[src/verilog/adc_params.svh]
// Register indices, field positions, reset values and timing counts
`ifndef ADC_PARAMS_SVH
`define ADC_PARAMS_SVH

// Register indices; byte address is four times the index
`define IDX_CTRL        10'h0B6
`define IDX_RES_HIGH    10'h0B7
`define IDX_CONV_CFG    10'h0B8
`define IDX_PIN_ISO     10'h0B9
`define IDX_IRQ_STATUS  10'h0BA
`define IDX_IRQ_MASK    10'h0BB

// Control register fields
`define CTRL_EN_BIT     7
`define CTRL_START_BIT  6
`define CTRL_EOC_BIT    5
`define CTRL_GIE_BIT    4
`define CTRL_CHS_MSB    3

// Conversion config register fields
`define CFG_CKS_MSB     7
`define CFG_CKS_LSB     5
`define CFG_RES_BIT     4

// Reset values
`define RST_CTRL        8'h00
`define RST_CONV_CFG    4'h0
`define RST_PIN_ISO     8'h00
`define RST_IRQ         1'h0

// Channel codes for the two reference inputs
`define CHS_GROUND      4'h8
`define CHS_SUPPLY      4'h9

// Conversion length in quarter-rate converter periods
`define TICKS_12BIT     7'h10
`define TICKS_8BIT      7'h0C
`define QUARTER_DIV     2

`endif

[src/verilog/adc_pkg.sv]
// Types shared by the conversion sequencer modules
package adc_pkg;

  typedef enum logic {
    ST_IDLE,
    ST_CONV
  } conv_state_t;

  typedef logic [2:0]  clk_sel_t;
  typedef logic [11:0] conv_word_t;

endpackage

[src/verilog/conv_if.sv]
// Control link between the register front end and the conversion timer
`timescale 1ns/100ps
interface conv_if;
  logic start;
  logic abort;
  logic res12;
  logic tick;
  logic done;
  logic busy;

  modport ctl (output start, output abort, output res12, output tick,
               input done, input busy);
  modport tmr (input start, input abort, input res12, input tick,
               output done, output busy);
endinterface

[src/verilog/conv_clk_div.sv]
// Converter clock enable divider from the CPU clock
`timescale 1ns/100ps
`include "adc_params.svh"
module conv_clk_div
  import adc_pkg::*;
(
  input  wire logic     pclk,
  input  wire logic     presetn,
  input  wire clk_sel_t sel,
  output logic          tick
);

  logic [5:0] cnt_r;
  logic [5:0] cnt_nxt;
  logic       tick_nxt;

  // Divide ratio for each select code; zero marks the reserved code
  function automatic logic [6:0] div_of(input clk_sel_t s);
    case (s)
      3'h0:    div_of = 7'h10;
      3'h1:    div_of = 7'h08;
      3'h2:    div_of = 7'h01;
      3'h3:    div_of = 7'h02;
      3'h4:    div_of = 7'h40;
      3'h5:    div_of = 7'h20;
      3'h6:    div_of = 7'h04;
      default: div_of = 7'h00;
    endcase
  endfunction

  // divide select
  // Reserved code gives no ticks, so a conversion simply waits
  always_comb begin
    logic [6:0] d;
    d        = div_of(sel);
    tick_nxt = 1'b0;
    cnt_nxt  = cnt_r + 6'h01;
    if (d == 7'h00) begin
      cnt_nxt = 6'h00;
    end else if ({1'b0, cnt_r} >= d - 7'h01) begin
      cnt_nxt  = 6'h00;
      tick_nxt = 1'b1;
    end
  end

  // Counter and tick flops
  always_ff @(posedge pclk or negedge presetn) begin
    if (!presetn) begin
      cnt_r <= 6'h00;
      tick  <= 1'b0;
    end else begin
      cnt_r <= cnt_nxt;
      tick  <= tick_nxt;
    end
  end
endmodule // conv_clk_div

[src/verilog/conv_timer.sv]
// Conversion timer counting converter clock ticks to completion
`timescale 1ns/100ps
`include "adc_params.svh"
module conv_timer
  import adc_pkg::*;
(
  input  wire logic pclk,
  input  wire logic presetn,
  conv_if.tmr       cv
);

  conv_state_t state_r;
  conv_state_t state_nxt;
  logic [6:0]  cnt_r;
  logic [6:0]  cnt_nxt;
  logic [6:0]  last;

  assign last = (cv.res12 ? (`TICKS_12BIT << `QUARTER_DIV)
                          : (`TICKS_8BIT << `QUARTER_DIV)) - 7'h01;

  // Done is combinational so completion lands on the final tick edge
  assign cv.done = (state_r == ST_CONV) && cv.tick && (cnt_r == last)
                   && !cv.start && !cv.abort;
  assign cv.busy = (state_r == ST_CONV);

  // Next state: a new start always restarts the count
  always_comb begin
    state_nxt = state_r;
    cnt_nxt   = cnt_r;
    case (state_r)
      ST_IDLE: begin
        if (cv.start) begin
          state_nxt = ST_CONV;
          cnt_nxt   = 7'h00;
        end
      end
      ST_CONV: begin
        if (cv.start) begin
          cnt_nxt = 7'h00;
        end else if (cv.abort || cv.done) begin
          state_nxt = ST_IDLE;
          cnt_nxt   = 7'h00;
        end else if (cv.tick) begin
          cnt_nxt = cnt_r + 7'h01;
        end
      end
      default: begin
        state_nxt = ST_IDLE;
        cnt_nxt   = 7'h00;
      end
    endcase
  end

  // State registers
  always_ff @(posedge pclk or negedge presetn) begin
    if (!presetn) begin
      state_r <= ST_IDLE;
      cnt_r   <= 7'h00;
    end else begin
      state_r <= state_nxt;
      cnt_r   <= cnt_nxt;
    end
  end
endmodule // conv_timer

[src/verilog/adc_sequencer.sv]
// Converter sequencer top: APB registers, timing, result and interrupt
// Behaviour
// - Conversion time runs from the start-bit write to the end flag rising.
// - A 12-bit conversion lasts 16 quarter-rate periods, 64 converter clocks.
// - An 8-bit conversion lasts 12 quarter-rate periods, 48 converter clocks.
// - A set isolation bit cuts that pin's digital path and pull-up.
// - Writing start while enabled begins conversion of the chosen channel.
// - Completion sets the end flag and, when unmasked, the interrupt request.
// - Hardware clears the start bit when a conversion finishes.
// - The end flag tracks status at once and clears when start is set.
// - Channel codes 0-7 pick analog inputs, 8 ground and 9 supply.
// - Clock select codes 0-6 divide by 16, 8, 1, 2, 64, 32, 4; 7 reserved.
// - Result bits 11:4 go high, 3:0 low nibble; 8-bit keeps high byte only.
//
// The register addresses and the APB interface to the registers were chosen for this implementation.
`timescale 1ns/100ps
`include "adc_params.svh"
module adc_sequencer
  import adc_pkg::*;
(
  input  wire logic        pclk,
  input  wire logic        presetn,
  input  wire logic        psel,
  input  wire logic        penable,
  input  wire logic        pwrite,
  input  wire logic [11:0] paddr,
  input  wire logic [31:0] pwdata,
  output logic      [31:0] prdata,
  output logic             pready,
  output logic             pslverr,
  input  wire conv_word_t  conv_result,
  output logic             core_power_on,
  output logic             core_sample,
  output logic             core_clk_en,
  output logic      [9:0]  mux_select,
  output logic      [7:0]  pin_analog_isolate,
  output logic             converter_irq_request
);

  // Control and configuration state
  logic       converter_enable_r, converter_enable_nxt;
  logic       start_conversion_r, start_conversion_nxt;
  logic       eoc_r, eoc_nxt;
  logic       global_input_enable_r, global_input_enable_nxt;
  logic [3:0] channel_select_r, channel_select_nxt;
  clk_sel_t   conv_clock_select_r, conv_clock_select_nxt;
  logic       resolution_select_r, resolution_select_nxt;
  logic [7:0] iso_nxt;
  conv_word_t result_r, result_nxt;
  logic       irq_status_r, irq_status_nxt;
  logic       irq_mask_r, irq_mask_nxt;
  logic       irq_nxt;
  logic [9:0] mux_nxt;

  // Bus front end
  logic [31:0] rdata_nxt;
  logic        slverr_nxt;
  logic        access;
  logic        wr_en;
  logic        rd_en;
  logic [9:0]  idx;
  logic        mapped;

  conv_if cv ();

  // One-hot input select; nothing connects while global input is off
  function automatic logic [9:0] mux_of(input logic gie,
                                        input logic [3:0] channel_select);
    mux_of = 10'h000;
    if (gie && channel_select <= `CHS_SUPPLY) begin
      mux_of[channel_select] = 1'b1;
    end
  endfunction

  assign idx    = paddr[11:2];
  assign access = psel && penable && pready;
  assign wr_en  = access && pwrite;
  assign rd_en  = access && !pwrite;
  assign mapped = (idx >= `IDX_CTRL) && (idx <= `IDX_IRQ_MASK);

  // start on write
  // Start only counts while enabled; a write with start low stops it
  assign cv.start = wr_en && idx == `IDX_CTRL
                    && pwdata[`CTRL_START_BIT] && pwdata[`CTRL_EN_BIT];
  assign cv.abort = (wr_en && idx == `IDX_CTRL && !cv.start)
                    || !converter_enable_r;
  assign cv.res12 = resolution_select_r;

  // Next values of the control registers, completion and writes
  always_comb begin
    converter_enable_nxt    = converter_enable_r;
    start_conversion_nxt    = start_conversion_r;
    eoc_nxt                 = eoc_r;
    global_input_enable_nxt = global_input_enable_r;
    channel_select_nxt      = channel_select_r;
    conv_clock_select_nxt   = conv_clock_select_r;
    resolution_select_nxt   = resolution_select_r;
    iso_nxt                 = pin_analog_isolate;
    result_nxt              = result_r;
    irq_mask_nxt            = irq_mask_r;
    if (cv.done) begin
      start_conversion_nxt = 1'b0;
      eoc_nxt              = 1'b1;
      result_nxt = resolution_select_r ? conv_result
                                       : {conv_result[11:4], 4'h0};
    end
    if (wr_en) begin
      case (idx)
        `IDX_CTRL: begin
          converter_enable_nxt    = pwdata[`CTRL_EN_BIT];
          global_input_enable_nxt = pwdata[`CTRL_GIE_BIT];
          channel_select_nxt      = pwdata[`CTRL_CHS_MSB:0];
          start_conversion_nxt    = cv.start;
          if (cv.start) begin
            eoc_nxt = 1'b0;
          end
        end
        `IDX_CONV_CFG: begin
          conv_clock_select_nxt = pwdata[`CFG_CKS_MSB:`CFG_CKS_LSB];
          resolution_select_nxt = pwdata[`CFG_RES_BIT];
        end
        `IDX_PIN_ISO:  iso_nxt      = pwdata[7:0];
        `IDX_IRQ_MASK: irq_mask_nxt = pwdata[0];
        default: ;
      endcase
    end
  end

  // Sticky status: a read clears it, but a same-cycle completion wins
  always_comb begin
    irq_status_nxt = irq_status_r;
    if (rd_en && idx == `IDX_IRQ_STATUS) begin
      irq_status_nxt = 1'b0;
    end
    if (cv.done) begin
      irq_status_nxt = 1'b1;
    end
    irq_nxt = irq_status_r && irq_mask_r;
  end

  assign mux_nxt = mux_of(global_input_enable_nxt, channel_select_nxt);

  // Read data is captured in the setup cycle, so pready needs no wait state
  always_comb begin
    rdata_nxt  = 32'h0000_0000;
    slverr_nxt = 1'b0;
    if (psel && !penable) begin
      slverr_nxt = !mapped;
      case (idx)
        `IDX_CTRL: rdata_nxt[7:0] = {converter_enable_r, start_conversion_r,
                                     eoc_r, global_input_enable_r,
                                     channel_select_r};
        `IDX_RES_HIGH: rdata_nxt[7:0] = result_r[11:4];
        `IDX_CONV_CFG: rdata_nxt[7:0] = {conv_clock_select_r,
                                         resolution_select_r,
                                         result_r[3:0]};
        `IDX_IRQ_STATUS: rdata_nxt[0] = irq_status_r;
        `IDX_IRQ_MASK:   rdata_nxt[0] = irq_mask_r;
        default: ;
      endcase
    end
  end

  // Register bank; isolation register is write-only and reads as zero
  always_ff @(posedge pclk or negedge presetn) begin
    if (!presetn) begin
      {converter_enable_r, start_conversion_r, eoc_r,
       global_input_enable_r, channel_select_r} <= `RST_CTRL;
      {conv_clock_select_r, resolution_select_r} <= `RST_CONV_CFG;
      pin_analog_isolate    <= `RST_PIN_ISO;
      result_r              <= 12'h000;
      irq_status_r          <= `RST_IRQ;
      irq_mask_r            <= `RST_IRQ;
      converter_irq_request <= 1'b0;
      mux_select            <= 10'h000;
      core_power_on         <= 1'b0;
      core_sample           <= 1'b0;
      prdata                <= 32'h0000_0000;
      pready                <= 1'b0;
      pslverr               <= 1'b0;
    end else begin
      converter_enable_r    <= converter_enable_nxt;
      start_conversion_r    <= start_conversion_nxt;
      eoc_r                 <= eoc_nxt;
      global_input_enable_r <= global_input_enable_nxt;
      channel_select_r      <= channel_select_nxt;
      conv_clock_select_r   <= conv_clock_select_nxt;
      resolution_select_r   <= resolution_select_nxt;
      pin_analog_isolate    <= iso_nxt;
      result_r              <= result_nxt;
      irq_status_r          <= irq_status_nxt;
      irq_mask_r            <= irq_mask_nxt;
      converter_irq_request <= irq_nxt;
      mux_select            <= mux_nxt;
      core_power_on         <= converter_enable_nxt;
      core_sample           <= start_conversion_nxt;
      prdata                <= rdata_nxt;
      pready                <= psel && !penable;
      pslverr               <= slverr_nxt;
    end
  end

  // Converter clock enable and conversion timer
  conv_clk_div u_div (
    .pclk    (pclk),
    .presetn (presetn),
    .sel     (conv_clock_select_r),
    .tick    (cv.tick)
  );
  assign core_clk_en = cv.tick;

  conv_timer u_timer (
    .pclk    (pclk),
    .presetn (presetn),
    .cv      (cv)
  );

  // Cycles since the last start, only read by the timing checks
  logic [12:0] meas_r;
  always_ff @(posedge pclk or negedge presetn) begin
    if (!presetn) begin
      meas_r <= 13'h0000;
    end else if (cv.start) begin
      meas_r <= 13'h0000;
    end else if (meas_r != 13'h1FFF) begin
      meas_r <= meas_r + 13'h0001;
    end
  end
endmodule // adc_sequencer

[config.mk]
export PLATFORM = sky130hd
export DESIGN_NAME = adc_sequencer
export DESIGN_NICKNAME = d
export VERILOG_FILES = /design/src/verilog/adc_pkg.sv /design/src/verilog/conv_if.sv /design/src/verilog/conv_clk_div.sv /design/src/verilog/conv_timer.sv /design/src/verilog/adc_sequencer.sv
export VERILOG_INCLUDE_DIRS = /design/src /design/src/verilog
export SDC_FILE = /design/constraint.sdc
export NUM_CORES = 1
export LEC_CHECK = 0
export BUFFER_PORTS_ARGS = -buffer_cell sky130_fd_sc_hd__buf_4
export CAP_MARGIN = 20
export CORE_MARGIN = 4
export CORE_UTILIZATION = 35
export DETAILED_ROUTE_END_ITERATION = 10
export GPL_ROUTABILITY_DRIVEN = 0
export PLACE_DENSITY = 0.64
export SYNTH_ARGS = -nofsm -noshare
export SYNTH_HDL_FRONTEND = slang
export SYNTH_SLANG_ARGS = --single-unit
[constraint.sdc]
create_clock -name pclk -period 2.1 [get_ports pclk]
set_input_delay 0.105 -clock pclk [delete_from_list [all_inputs] [get_ports pclk]]
set_output_delay 0.105 -clock pclk [all_outputs]
set_load 0.005 [all_outputs]
==> summary.md <==
| Metric | Value |
|---|---|
| Row Count | `35` |
| Syn Std Cell Area | `0.00338 mm²` |
| Min Tclk post-route | `2000 ps` |
| Clk Latency, worst-skew pair | `330 ps` |
| Pwr per Cell Area | `747 mW/mm²` |
| Diodes inserted | `0` |
| Share of cells above drive strength 1 | `36.0%` |
| Fin Clk Skew | `6.24 ps` |
| Actual slew at the worst max-slew pin | `857 ps` |
| Largest net degree at the start of global routing | `71` |
| Lkg Pwr | `2.26 nW` |
| Via density | `4.66` |
| Hold path cells | `3` |
| WP data required | `2320 ps` |
| Total CTS buffers | `9` |
| Synth Area in Adders | `2.96%` |
| DRT Pass-1 Iters | `6` |
| Simple-Gate Fraction of Synth Area | `17.6%` |
| Worst setup path class | `reg2reg` |
| Core area | `0.00933 mm²` |
| FF-to-FF setup slack | `100 ps` |
| Drc violations | `0` |
| Die Height | `106 µm` |
| DR iter-0 viols | `131` |
| Share of synthesized area spent on multiplexers | `10.1%` |
| Number of global-route vias before repair | `2386` |
| Placement Cell Area | `0.00400 mm²` |
| Die Wd | `106 µm` |
| CP arrival | `2220 ps` |
| Tot GR Track Use | `13.5%` |
| Post-synthesis compound-gate area fraction | `8.11%` |
| Input/output buffers | `66` |
| Final Hold Vio Count | `0` |
| DR vias | `2450` |
| CTS max path bufs | `2` |
| Area growth, synth to finish | `30.6%` |
| DP HPWL | `5500 µm` |
| #FFs+latches synth | `70` |
| Number of I/O pins | `117` |
| RR Endpoint | `u_timer.cnt_r[5]$_DFFE_PN0P_` |
| Worst hold path endpoint | `irq_status_r$_DFFE_PN0P_` |
| Initial antenna violation count | `0` |
| Routed len/inst | `14.3 µm` |
| CP Max Fanout | `4` |
| Min-delay src | `pwrite` |
| H-tree depth | `3` |
| Reg2Reg Depth | `6` |
| FMAX | `501 MHz` |
| Full die area | `0.0113 mm²` |
| Reg2Reg Launch Point | `u_timer.cnt_r[0]$_DFFE_PN0P_` |
| Mapped Cells | `297` |
| Clock transition at path regs | `70 ps` |
| Root Buffer | `clkbuf_8` |
| Period utilization | `95.1%` |
| Avg Synthesized Cell Area | `11.4 µm²` |
| Starting Density | `36.2%` |
| HP Class | `in2reg` |
| Run status | `complete, no violations` |
| TNS Setup | `0 ps` |
| Endpoints failing setup | `0` |
| RSZ-0062 raised after global routing | `false` |
| Sequential-to-total area share from yosys stat | `51.9%` |
| Synth cell types | `50` |
| Largest family of logic cells by synthesized area | `simple AND/OR/NAND/NOR gates` |
| Max IR drop VDD | `446 µV` |
| YS warnings | `0` |
| Final Instance Area | `0.00441 mm²` |
| Max_cap viols | `0` |
| First-pass GRT wire length | `12000 µm` |
| Total wire length | `7500 µm` |
| Setup crit end kind | `flop` |
| Xor/xnor share of the synthesized area | `1.56%` |
| GR Overflow Total | `0` |
| CTS Sinks | `70` |
| Relative slew margins | `42.8%` |
| Final-stage net count | `461` |
| CP Launch Type | `flop` |
| Post-route ant nets | `0` |
| Final Slew Violations | `0` |
| CTS tree | `done` |
critical path, cell delays in order (launching register included):
cell and delay [ps]:
dfrtp_1 420, ha_4 170, nand4_1 120, or4_4 510, and4_1 240, and3_1 160, a211o_1 260
sequential cells by signal, indices dropped and copies added, names as in the netlist, 3 cells and up:
| register | flops |
|---|---|
| result_r | 12 |
| mux_select | 10 |
| pin_analog_isolate | 8 |
| prdata | 8 |
| u_timer.cnt_r | 7 |
| u_div.cnt_r | 6 |
| channel_select_r | 4 |
| conv_clock_select_r | 3 |
power breakdown:
group	switching, mW	internal, mW
Combinational	0.210	0.208
Sequential	0.0604	1.41
Clock	0.497	0.910
through the flow:
stage               std cells  total power, mW  setup slack [ps]  utilization [%]  hold slack, ps
detailed placement        495             1.87              33.6             42.9             281
global route              526             3.47              14.6             47.3            1.95
CTS                       518             3.30              5.84             46.4           0.686
floorplan                 320             1.75               126                -            -191
global placement          495             1.86              81.3             42.9             272
finish                    526             3.29               104             47.3            15.0
synthesized netlist by cell type, drive strengths merged:
cell type   n  area [µm²]
inv        11        41.3
a222oi      8        80.1
and2        4        25.0
a21oi       4        20.0
a211o       4        35.0
dfrtp      70        1750
xnor2       3        26.3
nor3b       2        15.0
mux2       24         270
nor2b       2        12.5
a22oi       1        7.51
o41ai       1        8.76
ha          8         100
o211ai      1        7.51
nand2      28         105
buf        27         204
nor2       29         109
o21bai      1        18.8
or3         1        6.26
or4b        1        13.8
o21ai      10        53.8
nand3      14        75.1
nand4bb     1        27.5
nor4        5        58.8
a22o        2        17.5
and4bb      1        12.5
mux2i       4        72.6
nand4b      1        8.76
clkbuf      4        15.0
or4         1        7.51
nor3        2        10.0
o211a       1        10.0
and4        2        17.5
conb        1        3.75
a21o        2        15.0
nand4       3        25.0
or2         3        18.8
and3        3        18.8
nand2b      3        18.8
xor2        3        26.3
nand3b      1        7.51
per-layer routing:
layer	up-vias	part of all wire, %	global-route usage, %	wire, µm
met3	4	5.7	3.83	424
li1	1184	-	-	-
met1	1188	45	18.4	3370
met5	-	0	0	0
met2	74	49	21.2	3640
met4	0	0.89	3.70	67
timing repair:
| action | CTS | global route |
|---|---|---|
| gates resized for setup | 0 | 4 |
| endpoints found under the hold margin | 76 | 1 |
| endpoints found under the setup margin | 0 | 21 |
| hold buffers | 7 | 1 |
| buffers inserted | 0 | 7 |
cell usage in the layout (no fill, tap or decap), drive strengths merged, types with 2 or more instances in the layout:
master	netlist	final
nand2	28	28
bufinv	0	4
and2	4	4
nor3b	2	2
mux2i	4	4
dfrtp	70	70
a222oi	8	8
a22o	2	2
nand3	14	14
mux2	24	24
clkinv	0	2
inv	11	11
or2	3	3
xnor2	3	3
conb	1	24
buf	27	84
nor4	5	5
a211o	4	4
nor2b	2	2
and3	3	3
ha	8	8
xor2	3	3
nor3	2	2
nor2	29	29
o21ai	10	10
nand2b	3	3
a21o	2	2
dlygate4sd3	0	8
a21oi	4	4
nand4	3	3
and4	2	2
clkbuf	4	10
final cells by class:
class,instances,area [µm²]
Clock inverter,6,134
Clock buffer,10,128
Timing Repair Buffer,92,723
Multi-Input combinational cell,208,1470
Tap cell,129,161
Inverter,11,41.3
Sequential cell,70,1750
Fill cell,858,4920
cells by family after synthesis:
| kind of cell | count (synthesis) |
|---|---|
| adder cells (fa/ha/maj) | 8 |
| buffers and inverters | 42 |
| other | 1 |
| multiplexers | 28 |
| AND/OR/NAND/NOR | 107 |
| XOR/XNOR | 6 |
| flip-flops | 70 |
| AO/OA/AOI/OAI | 35 |
how the worst max path moves through the flow:
stage                                                   from                      endpoint  slack (ps)  cells past startpoint
after detailed placement        u_timer.cnt_r[1]$_DFFE_PN0P_  u_timer.cnt_r[5]$_DFFE_PN0P_          30                      6
after global placement          u_timer.cnt_r[0]$_DFFE_PN0P_  u_timer.cnt_r[5]$_DFFE_PN0P_          80                      6
after floorplan                 u_timer.cnt_r[0]$_DFFE_PN0P_  u_timer.cnt_r[5]$_DFFE_PN0P_         130                      6
after global routing      conv_clock_select_r[1]$_DFFE_PN0P_      u_div.cnt_r[0]$_DFF_PN0_          10                      9
after CTS                       u_timer.cnt_r[0]$_DFFE_PN0P_  u_timer.cnt_r[5]$_DFFE_PN0P_           6                      6
final                           u_timer.cnt_r[0]$_DFFE_PN0P_  u_timer.cnt_r[5]$_DFFE_PN0P_         100                      6
No activity file was read; power rests on OpenSTA's default activity.
